### src/fcrs_pkg.sv
// Purpose: Shared constants and types of the frequency reference select
// Assumes: 50 MHz system clock
// Notes:   Settings arrive as one packed struct
`default_nettype none
package fcrs_pkg;
  localparam int unsigned CLK_HZ   = 50_000_000;
  localparam int unsigned BAUD_BPS = 9600;
  localparam int unsigned BIT_CYC  = CLK_HZ / BAUD_BPS;
  // Silent gap closing a frame: 3.5 characters of 10 bits
  localparam int unsigned GAP_BITS = 35;
  localparam int unsigned GAP_CYC  = BIT_CYC * GAP_BITS;
  localparam int unsigned GATE_MS  = 10;
  localparam int unsigned GATE_CYC = CLK_HZ / 1000 * GATE_MS;
  localparam int unsigned RAMP_US  = 10;
  localparam int unsigned RAMP_CYC = CLK_HZ / 1_000_000 * RAMP_US;
  localparam logic [7:0]  GATES_PER_S = 8'(1000 / GATE_MS);

  localparam logic [15:0] FREQ_REF_ADDR  = 16'h2502;
  localparam logic [15:0] FREQ_REF_MAX   = 16'd40000;
  localparam logic [15:0] KEYPAD_REF_DEF = 16'd500;
  localparam logic [7:0]  FUNC_WR_SINGLE = 8'h06;
  localparam logic [3:0]  FRAME_BYTES    = 4'd8;
  localparam logic [15:0] CRC_INIT       = 16'hffff;
  localparam logic [15:0] CRC_POLY       = 16'ha001;
  localparam logic [15:0] PCT_FULL       = 16'd1000;

  localparam logic [15:0] DU_RPM_LO  = 16'd2;
  localparam logic [15:0] DU_RPM_HI  = 16'd39;
  localparam logic [15:0] DU_USR_LO  = 16'd40;
  localparam logic [15:0] DU_USR_HI  = 16'd9999;
  localparam logic [15:0] DU_USR1_LO = 16'd10001;
  localparam logic [15:0] DU_USR2_LO = 16'd20001;
  localparam logic [15:0] DU_USR3_LO = 16'd30001;
  localparam logic [15:0] DU_USR_TOP = 16'd39999;
  localparam logic [1:0]  DEC_HZ     = 2'd2;

  typedef enum logic [2:0] {
    SRC_KEYPAD, SRC_ANALOG, SRC_UPDOWN, SRC_COMM, SRC_PULSE, SRC_PID
  } fcrs_src_type;
  typedef enum logic [1:0] {
    PF_FREQ, PF_PID_FB, PF_PID_TGT, PF_RESERVED
  } fcrs_pfunc_type;
  typedef enum logic [2:0] {
    DU_HZ, DU_PCT, DU_RPM, DU_USER, DU_INVALID
  } fcrs_unit_type;

  typedef struct packed {
    fcrs_src_type      src_sel;
    fcrs_pfunc_type    pulse_func;
    logic [15:0]       pulse_scale;
    logic [13:0]       pulse_gain;
    logic signed [11:0] pulse_bias;
    logic [7:0]        pulse_filt;
    logic [2:0]        aux_sel;
    logic [2:0]        sec_in_func;
    logic [15:0]       disp_unit;
    logic [7:0]        node_addr;
    logic [15:0]       max_freq;
  } fcrs_cfg_type;

  localparam fcrs_cfg_type CFG_DEFAULT = '{
    src_sel: SRC_KEYPAD, pulse_func: PF_FREQ, pulse_scale: 16'd10000,
    pulse_gain: 14'd1000, pulse_bias: 12'sd0, pulse_filt: 8'd0,
    aux_sel: 3'd0, sec_in_func: 3'd0, disp_unit: 16'd0,
    node_addr: 8'h01, max_freq: 16'd6000};
endpackage
`default_nettype wire

### src/fcrs_top.sv
// Purpose: Frequency reference source select with serial register port
// Assumes: RX and pulse pins asynchronous; other inputs on CLOCK
// Notes:   Serial port answers write-single-register to one address
`timescale 1ns/1ps
`default_nettype none
// Notes on behaviour
// - Source select picks the main reference
// - Default configuration selects keypad source
// - Register 0x2502 holds reference, 0.01 Hz
// - Serial value used only in communication source
// - Default node 1, 9600 baud, 8N1
// - Serve serial register writes over RS485
// - Frames end in CRC16, checked and echoed
// - Pulse reference when source 4, function 0
// - Pulse function routes frequency or PID
// - Pulse scale gives 100 percent frequency
// - Target equals scaled pulse times gain plus bias
// - Measured pulse frequency is low pass filtered
// - First analog master, second auxiliary
// - Auxiliary from second input when both settings 1
// - Display unit setting selects unit, decimals
// - Output frequency ramps to reference on run
module fcrs_top #(
  parameter int unsigned BIT_CYCLES  = fcrs_pkg::BIT_CYC,
  parameter int unsigned GAP_CYCLES  = fcrs_pkg::GAP_CYC,
  parameter int unsigned GATE_CYCLES = fcrs_pkg::GATE_CYC,
  parameter int unsigned RAMP_CYCLES = fcrs_pkg::RAMP_CYC
) (
  input  wire logic                   CLOCK,
  input  wire logic                   RSTN,
  input  wire fcrs_pkg::fcrs_cfg_type CFG,
  input  wire logic                   CFG_LOAD,
  input  wire logic                   CFG_DEFAULT_LOAD,
  input  wire logic [15:0]            KEYPAD_REF,
  input  wire logic                   KEYPAD_LOAD,
  input  wire logic [15:0]            FIRST_ANALOG_INPUT,
  input  wire logic [15:0]            SECOND_ANALOG_INPUT,
  input  wire logic [15:0]            UPDOWN_REF,
  input  wire logic [15:0]            PID_REF,
  input  wire logic                   RUN,
  input  wire logic                   PULSE_TRAIN_INPUT,
  input  wire logic                   RS485_RX,
  output logic                        RS485_TX,
  output logic                        RS485_TX_EN,
  output logic [15:0]                 FREQUENCY_REFERENCE,
  output logic [15:0]                 SPEED_REF,
  output logic [15:0]                 AUX_REF,
  output logic [15:0]                 OUT_FREQ,
  output logic [15:0]                 PULSE_PCT,
  output logic [15:0]                 PID_FEEDBACK,
  output logic [15:0]                 PID_TARGET,
  output fcrs_pkg::fcrs_unit_type     DISP_KIND,
  output logic [1:0]                  DISP_DECIMALS,
  output logic                        FRAME_ERR
);
  import fcrs_pkg::*;

  localparam logic [15:0] BIT_M1  = 16'(BIT_CYCLES - 1);
  localparam logic [15:0] BIT_HLF = 16'(BIT_CYCLES / 2);
  localparam logic [19:0] GAP_M1  = 20'(GAP_CYCLES - 1);
  localparam logic [19:0] GATE_M1 = 20'(GATE_CYCLES - 1);
  localparam logic [15:0] RAMP_M1 = 16'(RAMP_CYCLES - 1);

  function automatic logic [15:0] crc_step(input logic [15:0] c,
                                           input logic [7:0]  d);
    logic [15:0] x;
    x = c ^ {8'h00, d};
    for (int i = 0; i < 8; i++)
      x = x[0] ? ((x >> 1) ^ CRC_POLY) : (x >> 1);
    return x;
  endfunction

  function automatic logic [2:0] filt_shift(input logic [7:0] t);
    logic [2:0] s;
    s = 3'h0;
    for (int i = 1; i < 8; i++)
      if (t >= (8'h01 << i))
        s = 3'(i);
    return s;
  endfunction

  ////////////////////////////////////////////////////////////////////////
  // Settings and pin synchronisers
  fcrs_cfg_type cfg_r;
  logic [15:0]  keypad_ref_r;
  logic         rx_s1_r, rx_s2_r, pl_s1_r, pl_s2_r, pl_s3_r;

  always_ff @(posedge CLOCK)
  begin
    if (!RSTN)
    begin
      cfg_r        <= CFG_DEFAULT;
      keypad_ref_r <= KEYPAD_REF_DEF;
    end
    else
    begin
      if (CFG_DEFAULT_LOAD)
        cfg_r <= CFG_DEFAULT;
      else if (CFG_LOAD)
        cfg_r <= CFG;
      if (KEYPAD_LOAD)
        keypad_ref_r <= KEYPAD_REF;
    end
  end

  always_ff @(posedge CLOCK)
  begin
    if (!RSTN)
      {rx_s1_r, rx_s2_r, pl_s1_r, pl_s2_r, pl_s3_r} <= 5'h1b;
    else
      {rx_s1_r, rx_s2_r, pl_s1_r, pl_s2_r, pl_s3_r} <=
        {RS485_RX, rx_s1_r, PULSE_TRAIN_INPUT, pl_s1_r, pl_s2_r};
  end

  ////////////////////////////////////////////////////////////////////////
  // Serial receiver, 1 start, 8 data, 1 stop, no parity
  typedef enum logic [1:0] {RX_IDLE, RX_START, RX_DATA, RX_STOP} rx_st_type;
  typedef enum logic [1:0] {TX_IDLE, TX_START, TX_DATA, TX_STOP} tx_st_type;
  rx_st_type   rx_st_r;
  tx_st_type   tx_st_r;
  logic [15:0] rx_cnt_r;
  logic [2:0]  rx_bit_r;
  logic [7:0]  rx_sh_r;
  logic        rx_vld_r;
  wire         rx_bit_end = (rx_cnt_r == BIT_M1);
  wire         tx_busy    = (tx_st_r != TX_IDLE);

  always_ff @(posedge CLOCK)
  begin
    if (!RSTN)
    begin
      rx_st_r  <= RX_IDLE;
      rx_cnt_r <= 16'h0000;
      rx_bit_r <= 3'h0;
      rx_sh_r  <= 8'h00;
      rx_vld_r <= 1'b0;
    end
    else
    begin
      rx_vld_r <= 1'b0;
      rx_cnt_r <= rx_cnt_r + 16'h0001;
      case (rx_st_r)
        RX_IDLE:
        begin
          rx_cnt_r <= 16'h0000;
          // Half duplex: own echo is ignored while sending
          if (!rx_s2_r && !tx_busy)
            rx_st_r <= RX_START;
        end
        RX_START:
          if (rx_cnt_r == BIT_HLF)
          begin
            rx_cnt_r <= 16'h0000;
            rx_bit_r <= 3'h0;
            rx_st_r  <= rx_s2_r ? RX_IDLE : RX_DATA;
          end
        RX_DATA:
          if (rx_bit_end)
          begin
            rx_cnt_r <= 16'h0000;
            rx_sh_r  <= {rx_s2_r, rx_sh_r[7:1]};
            rx_bit_r <= rx_bit_r + 3'h1;
            if (rx_bit_r == 3'h7)
              rx_st_r <= RX_STOP;
          end
        RX_STOP:
          if (rx_bit_end)
          begin
            rx_st_r  <= RX_IDLE;
            rx_vld_r <= rx_s2_r;
          end
        default: rx_st_r <= RX_IDLE;
      endcase
    end
  end

  ////////////////////////////////////////////////////////////////////////
  // Frame assembly, CRC check and register write
  logic [7:0]  buf_r [0:7];
  logic [3:0]  nb_r;
  logic        ovf_r;
  logic [15:0] crc_r;
  logic [19:0] gap_r;
  logic [15:0] freq_reference_r;

  wire        frame_end = (gap_r == GAP_M1) && (nb_r != 4'h0);
  wire        crc_ok    = (crc_r == 16'h0000);
  wire [15:0] wr_addr   = {buf_r[2], buf_r[3]};
  wire [15:0] wr_val    = {buf_r[4], buf_r[5]};
  wire        frame_ok  = (nb_r == FRAME_BYTES) && !ovf_r && crc_ok &&
                          (buf_r[0] == cfg_r.node_addr) &&
                          (buf_r[1] == FUNC_WR_SINGLE) &&
                          (wr_addr == FREQ_REF_ADDR);
  wire        in_range  = (wr_val <= FREQ_REF_MAX);
  wire        wr_ok     = frame_end && frame_ok && in_range;

  always_ff @(posedge CLOCK)
  begin
    if (!RSTN)
    begin
      nb_r  <= 4'h0;
      ovf_r <= 1'b0;
      crc_r <= CRC_INIT;
      gap_r <= 20'h00000;
    end
    else if (rx_vld_r)
    begin
      gap_r <= 20'h00000;
      crc_r <= crc_step(crc_r, rx_sh_r);
      if (nb_r == FRAME_BYTES)
        ovf_r <= 1'b1;
      else
        nb_r <= nb_r + 4'h1;
    end
    else if (frame_end)
    begin
      nb_r  <= 4'h0;
      ovf_r <= 1'b0;
      crc_r <= CRC_INIT;
    end
    else if (gap_r != GAP_M1)
      gap_r <= gap_r + 20'h00001;
  end

  always_ff @(posedge CLOCK)
  begin
    if (rx_vld_r && nb_r != FRAME_BYTES)
      buf_r[nb_r[2:0]] <= rx_sh_r;
  end

  always_ff @(posedge CLOCK)
  begin
    if (!RSTN)
    begin
      freq_reference_r <= 16'h0000;
      FRAME_ERR        <= 1'b0;
    end
    else
    begin
      FRAME_ERR <= frame_end && !wr_ok;
      if (wr_ok)
        freq_reference_r <= wr_val;
    end
  end

  ////////////////////////////////////////////////////////////////////////
  // Transmitter: echoes an accepted write, CRC bytes included
  logic [15:0] tx_cnt_r;
  logic [2:0]  tx_bit_r, tx_idx_r;
  logic [7:0]  tx_sh_r;
  wire         tx_bit_end = (tx_cnt_r == BIT_M1);

  always_ff @(posedge CLOCK)
  begin
    if (!RSTN)
    begin
      tx_st_r     <= TX_IDLE;
      tx_cnt_r    <= 16'h0000;
      tx_bit_r    <= 3'h0;
      tx_idx_r    <= 3'h0;
      tx_sh_r     <= 8'h00;
      RS485_TX    <= 1'b1;
      RS485_TX_EN <= 1'b0;
    end
    else
    begin
      tx_cnt_r <= tx_bit_end ? 16'h0000 : tx_cnt_r + 16'h0001;
      case (tx_st_r)
        TX_IDLE:
        begin
          tx_cnt_r <= 16'h0000;
          tx_idx_r <= 3'h0;
          if (wr_ok)
          begin
            tx_st_r     <= TX_START;
            RS485_TX_EN <= 1'b1;
            RS485_TX    <= 1'b0;
          end
        end
        TX_START:
          if (tx_bit_end)
          begin
            tx_st_r  <= TX_DATA;
            tx_bit_r <= 3'h0;
            tx_sh_r  <= buf_r[tx_idx_r];
            RS485_TX <= buf_r[tx_idx_r][0];
          end
        TX_DATA:
          if (tx_bit_end)
          begin
            tx_bit_r <= tx_bit_r + 3'h1;
            tx_sh_r  <= tx_sh_r >> 1;
            RS485_TX <= (tx_bit_r == 3'h7) ? 1'b1 : tx_sh_r[1];
            if (tx_bit_r == 3'h7)
              tx_st_r <= TX_STOP;
          end
        TX_STOP:
          if (tx_bit_end)
          begin
            tx_idx_r    <= tx_idx_r + 3'h1;
            tx_st_r     <= (tx_idx_r == 3'h7) ? TX_IDLE : TX_START;
            RS485_TX    <= (tx_idx_r == 3'h7);
            RS485_TX_EN <= (tx_idx_r != 3'h7);
          end
        default: tx_st_r <= TX_IDLE;
      endcase
    end
  end

  ////////////////////////////////////////////////////////////////////////
  // Pulse input: gated count, filter, scale, gain and bias
  logic [19:0] gate_r;
  logic [15:0] pcnt_r, pct_raw_r;
  logic [23:0] filt_r;
  logic        div_go_r;
  logic [39:0] div_q_r;
  logic [15:0] div_rem_r;
  logic [5:0]  div_n_r;

  wire        gate_tick = (gate_r == GATE_M1);
  wire        pl_edge   = pl_s2_r && !pl_s3_r;
  wire [23:0] hz        = pcnt_r * GATES_PER_S;
  wire signed [24:0] f_diff = $signed({1'b0, hz}) - $signed({1'b0, filt_r});
  wire [24:0] f_sum = {1'b0, filt_r} +
                      25'(f_diff >>> filt_shift(cfg_r.pulse_filt));
  wire [16:0] rem_sh  = {div_rem_r, div_q_r[39]};
  wire        fits    = (rem_sh >= {1'b0, cfg_r.pulse_scale});
  wire [16:0] rem_sub = rem_sh - {1'b0, cfg_r.pulse_scale};
  wire [39:0] q_new   = {div_q_r[38:0], fits};

  always_ff @(posedge CLOCK)
  begin
    if (!RSTN)
    begin
      gate_r <= 20'h00000;
      pcnt_r <= 16'h0000;
      filt_r <= 24'h000000;
      div_go_r <= 1'b0;
    end
    else
    begin
      gate_r   <= gate_tick ? 20'h00000 : gate_r + 20'h00001;
      div_go_r <= gate_tick;
      if (gate_tick)
      begin
        pcnt_r <= {15'h0000, pl_edge};
        filt_r <= f_sum[23:0];
      end
      else if (pl_edge && pcnt_r != 16'hffff)
        pcnt_r <= pcnt_r + 16'h0001;
    end
  end

  // Percent in 0.1 % steps: filtered Hz times 100 % over the scale
  always_ff @(posedge CLOCK)
  begin
    if (!RSTN)
    begin
      div_q_r   <= 40'h0;
      div_rem_r <= 16'h0000;
      div_n_r   <= 6'h00;
      pct_raw_r <= 16'h0000;
    end
    else if (div_go_r)
    begin
      div_q_r   <= filt_r * PCT_FULL;
      div_rem_r <= 16'h0000;
      div_n_r   <= 6'd40;
    end
    else if (div_n_r != 6'h00)
    begin
      div_q_r   <= q_new;
      div_rem_r <= fits ? rem_sub[15:0] : rem_sh[15:0];
      div_n_r   <= div_n_r - 6'h01;
      if (div_n_r == 6'h01)
        pct_raw_r <= (|q_new[39:16]) ? 16'hffff : q_new[15:0];
    end
  end

  wire [29:0] g_prod = pct_raw_r * cfg_r.pulse_gain;
  wire [29:0] g_div  = g_prod / 30'(PCT_FULL);
  wire signed [31:0] tgt_s = $signed({2'b00, g_div}) +
                             32'(cfg_r.pulse_bias);
  wire [15:0] tgt = (tgt_s < 0) ? 16'h0000 :
                    (tgt_s > $signed({16'h0000, PCT_FULL})) ? PCT_FULL :
                    tgt_s[15:0];
  wire [31:0] pref_prod = PULSE_PCT * cfg_r.max_freq;
  wire [31:0] pref      = pref_prod / {16'h0000, PCT_FULL};

  ////////////////////////////////////////////////////////////////////////
  // Source selection, routing, ramp and display unit
  wire fcrs_src_type   src = cfg_r.src_sel;
  wire fcrs_pfunc_type pf  = cfg_r.pulse_func;
  wire [15:0] pulse_ref = pref[15:0];
  wire [15:0] main_ref =
    (src == SRC_KEYPAD) ? keypad_ref_r :
    (src == SRC_ANALOG) ? FIRST_ANALOG_INPUT :
    (src == SRC_UPDOWN) ? UPDOWN_REF :
    (src == SRC_COMM)   ? freq_reference_r :
    (src == SRC_PULSE && pf == PF_FREQ) ? pulse_ref :
    (src == SRC_PID)    ? PID_REF : 16'h0000;
  wire aux_on = (cfg_r.aux_sel == 3'd1) && (cfg_r.sec_in_func == 3'd1);

  wire [15:0] du = cfg_r.disp_unit;
  wire fcrs_unit_type kind =
    (du == 16'h0000) ? DU_HZ :
    (du == 16'h0001) ? DU_PCT :
    (du >= DU_RPM_LO && du <= DU_RPM_HI) ? DU_RPM :
    (du >= DU_USR_LO && du <= DU_USR_HI) ? DU_USER :
    (du >= DU_USR1_LO && du <= DU_USR_TOP) ? DU_USER : DU_INVALID;
  wire [1:0] decs = (kind == DU_HZ || kind == DU_PCT) ? DEC_HZ :
                    (du >= DU_USR3_LO && du <= DU_USR_TOP) ? 2'd3 :
                    (du >= DU_USR2_LO && du <= DU_USR_TOP) ? 2'd2 :
                    (du >= DU_USR1_LO && du <= DU_USR_TOP) ? 2'd1 : 2'd0;

  logic [15:0] ramp_r;
  wire         ramp_tick = (ramp_r == RAMP_M1);
  wire [15:0]  ramp_goal = RUN ? SPEED_REF : 16'h0000;

  always_ff @(posedge CLOCK)
  begin
    if (!RSTN)
    begin
      FREQUENCY_REFERENCE <= 16'h0000;
      SPEED_REF     <= 16'h0000;
      AUX_REF       <= 16'h0000;
      PULSE_PCT     <= 16'h0000;
      PID_FEEDBACK  <= 16'h0000;
      PID_TARGET    <= 16'h0000;
      DISP_KIND     <= DU_HZ;
      DISP_DECIMALS <= DEC_HZ;
      ramp_r        <= 16'h0000;
      OUT_FREQ      <= 16'h0000;
    end
    else
    begin
      FREQUENCY_REFERENCE <= freq_reference_r;
      SPEED_REF     <= main_ref;
      AUX_REF       <= aux_on ? SECOND_ANALOG_INPUT : 16'h0000;
      PULSE_PCT     <= tgt;
      PID_FEEDBACK  <= (pf == PF_PID_FB) ? tgt : 16'h0000;
      PID_TARGET    <= (pf == PF_PID_TGT) ? tgt : 16'h0000;
      DISP_KIND     <= kind;
      DISP_DECIMALS <= decs;
      ramp_r        <= ramp_tick ? 16'h0000 : ramp_r + 16'h0001;
      if (ramp_tick && OUT_FREQ < ramp_goal)
        OUT_FREQ <= OUT_FREQ + 16'h0001;
      else if (ramp_tick && OUT_FREQ > ramp_goal)
        OUT_FREQ <= OUT_FREQ - 16'h0001;
    end
  end
endmodule // fcrs_top
`default_nettype wire

### config.mk
export PLATFORM = sky130hd
export DESIGN_NAME = fcrs_top
export DESIGN_NICKNAME = d
export VERILOG_FILES = /design/src/fcrs_pkg.sv /design/src/fcrs_top.sv
export SDC_FILE = /design/constraint.sdc
export NUM_CORES = 2
export LEC_CHECK = 0
export BUFFER_PORTS_ARGS = -buffer_cell sky130_fd_sc_hd__buf_2
export CORE_MARGIN = 3
export CORE_UTILIZATION = 25
export CTS_BUF_LIST = sky130_fd_sc_hd__clkbuf_8
export DETAILED_ROUTE_END_ITERATION = 10
export PLACE_DENSITY = 0.37
export SLEW_MARGIN = 20
export SYNTH_ARGS = -nofsm -noshare
export SYNTH_HDL_FRONTEND = slang
export SYNTH_SLANG_ARGS = --single-unit
### constraint.sdc
create_clock -name CLOCK -period 49.7 [get_ports CLOCK]
set_input_delay 2.485 -clock CLOCK [delete_from_list [all_inputs] [get_ports CLOCK]]
set_output_delay 2.485 -clock CLOCK [all_outputs]
set_load 0.1 [all_outputs]
==> flow_summary.yaml <==
status:
  outcome: "finished, final reports clean"
setup_path:
  r2r-start: "cfg_r[73]$_SDFFE_PP1P_"
  path_max_fanout: 17
  slowest_delay_ps: 870
  reg2reg_slack_ps: 20530
  crit_arrival_ps: 29880
  path_class: "reg2reg"
  crit_required_ps: 50410
  cp-start-kind: "flop"
  rr_worst_depth: 91
  end_kind: "flop"
  r2r_end: "PID_FEEDBACK[3]$_SDFF_PN0_"
  crit_top_cell: "a21oi_1"
  slowest_stage: "dfxtp_1"
cts:
  clk_latency_ps: 860
  cts_buffer_depth: 3
  path_clk_slew_ps: 60
  ctsResizeCount: 0
  ctsHtreeMaxLevel: 3
  cts_hold_buffers: 0
  cts_num_sinks: 581
  root_buffer: "clkbuf_8"
  cts_tree: "yes"
  cts_buffers: 118
  post_cts_buffers: 0
die:
  rows: 181
  core_area_um2: 243000
  pin_count: 309
  start_util_pct: 25.1
  die_y_um: 501
  dieArea_um2: 251000
  die_w_um: 501
placement:
  place_hpwl_um: 155000
  gp_congestion: 0.808
  port_buffers: 307
  dp_slack_ps: 20430
routing:
  drt_first_pass_iters: 6
  vias: 52292
  drcViolationCount: 0
  first_iter_violations: 2623
  via_per_inst: 4.85
  postRouteWirelength_um: 198000
  antenna_left: 0
  post_drt_wl_per_cell_um: 18.4
global_routing:
  grt-ovfl-total: 0
  grt_pass1_wl_um: 314000
  first_global_vias: 52820
  track_usage_pct: 15.6
  antenna_found_initial: 24
  grt_max_degree: 67
yosys:
  yosys_most_used_dff: "dfxtp_1"
  synth_top_family_by_area: "adder cells"
  synth_top_area_share_pct: 16.9
  synth_edf_count: 64
  ys_seq_elements: 581
  synth.area.top_cells: "dfxtp_1 17%, fa_1 15%, ha_1 9.3%, nand2_1 4.9%, inv_1 4.1%"
  async_reset_ff_share_pct: 0
  synthSimpleGateAreaFrac_pct: 19.2
  synth_xor_area_share_pct: 6.06
  yosys_warnings: 0
  synth_cell_types: 143
  netlist_area_um2: 61200
  synth.top_cells.by_count: "804 x nand2_1, 671 x inv_1, 629 x nor2_1, 517 x dfxtp_1, 460 x fa_1"
  avgSynthCellArea_um2: 8.40
  synth_compound_area_share_pct: 18.7
  ys_seq_area_share_pct: 20.0
  synthCells: 7285
  muxShareOfSynthArea_pct: 5.42
  synth_area_leader_cell: "dfxtp_1"
  synthAdderAreaFrac_pct: 24.4
  yosysMostFrequentCell: "nand2_1"
sta:
  max_freq_ghz: 0.0343
  timing.final.crit_period_ps: 29170
  rsz0062_at_grt: "no"
  worst_pin_slew_ps: 1140
  relSlewSlack_pct: 23.3
  setup_viol: 0
  post-route-period-util_pct: 58.7
  tns_ps: 0
  finClkSkew_ps: 59.0
  setup_ws_ps: 20530
  hold_viol: 0
  slew_viol_final: 0
hold_path:
  hold_depth: 1
  min_to: "pl_s2_r$_SDFF_PN1_"
  worst_hold_path_type: "reg2reg"
  min-delay-start: "pl_s1_r$_SDFF_PN0_"
layout:
  final_nets: 8595
  area_delta_synth_final_pct: 12.3
  nFillCells: 26156
  drive_gt1_share_pct: 10.6
flow_run:
  max_cap_viol_count: 0
## sequential cells by signal (all words and copies together), names as in the netlist, 20 cells and up, named ones only
name / count
cfg_r: 79
div_q_r: 40
buf_r: 64
filt_r: 24
gate_r: 20
gap_r: 20
## stage by stage
step | cells | hold WS, ps | utilization (%) | area [µm²]
after floorplan | 7302 | 386 | - | 61300
after global placement | 10574 | 392 | 27.2 | 66200
after detailed placement | 10575 | 395 | 27.2 | 66200
after CTS | 10785 | 408 | 28.2 | 68700
after global routing | 10788 | 418 | 28.2 | 68700
final | 10792 | 407 | 28.2 | 68700
## area by class of cell
| class | count | area, µm² | area share (%) |
|---|---|---|---|
| sequential | 581 | 12300 | 17.9 |
| inverter | 677 | 2550 | 3.70 |
| timing repair buffer | 378 | 2080 | 3.02 |
| clock buffer | 140 | 1930 | 2.80 |
| tap | 3202 | 4010 | 5.83 |
| clock inverter | 70 | 574 | 0.835 |
| multi-input combinational | 5737 | 45300 | 65.9 |
| antenna | 7 | 17.5 | 0.0255 |
## cell families (layout without fill, tap and decap cells)
kind of cell | count (synthesis) | in the layout
simple gates | 2458 | 2458
compound gates | 1628 | 1628
buf+inv | 984 | 1265
fa+ha+maj | 921 | 921
flops | 581 | 581
xor+xnor | 413 | 413
mux | 299 | 299
other cells | 1 | 25
## placed cells by master, fill, tap and decap left out, drive strengths merged, types with 31 or more instances in the layout
master and n:
a211oi 72, a21o 89, a21oi 467, a31oi 57
and2 297, and3 68, buf 377, clkbuf 141
dfxtp 517, edfxtp 64, fa 460, ha 453
inv 705, mux2 31, mux2i 251, nand2 806
nand2b 55, nand3 144, nand4 55, nor2 629
nor2b 43, nor3 147, nor4 47, o211ai 52
o21a 41, o21ai 283, o21bai 82, o22ai 33
o31ai 53, or2 34, or3 48, xnor2 278
xor2 135
## worst max path at each step
| stage | start | to | cells past startpoint |
|---|---|---|---|
| after floorplan | cfg_r[70]$_SDFFE_PP0P_ | PID_FEEDBACK[1]$_SDFF_PN0_ | 99 |
| after global placement | pct_raw_r[5]$_SDFFE_PN0P_ | PID_FEEDBACK[3]$_SDFF_PN0_ | 92 |
| after detailed placement | cfg_r[72]$_SDFFE_PP1P_ | PID_FEEDBACK[3]$_SDFF_PN0_ | 91 |
| after CTS | cfg_r[72]$_SDFFE_PP1P_ | PID_FEEDBACK[3]$_SDFF_PN0_ | 91 |
| after global routing | cfg_r[73]$_SDFFE_PP1P_ | PID_TARGET[3]$_SDFF_PN0_ | 90 |
| final | cfg_r[73]$_SDFFE_PP1P_ | PID_FEEDBACK[3]$_SDFF_PN0_ | 91 |
## layer usage
| metal | vias to the layer above | global-route usage, % | part of all wire, % |
|---|---|---|---|
| met5 | - | 0 | 0.041 |
| met4 | 12 | 2.98 | 1.5 |
| met3 | 159 | 2.06 | 3.8 |
| met2 | 864 | 26.3 | 47 |
| met1 | 25499 | 21.4 | 48 |
| li1 | 25758 | - | - |
## worst max-delay path, delay by kind of cell (launching register included)
| kind | cells | cell delay (ps) |
|---|---|---|
| adder cells (fa/ha/maj) | 9 | 4170 |
| multiplexers | 5 | 2140 |
| flip-flops | 1 | 870 |
| AND/OR/NAND/NOR | 14 | 3370 |
| buffers and inverters | 4 | 410 |
| AO/OA/AOI/OAI | 53 | 16130 |
| XOR/XNOR | 6 | 1870 |
Power is not shown: default switching activity piles up to over one toggle a cycle in this logic, so the estimate is an artifact.
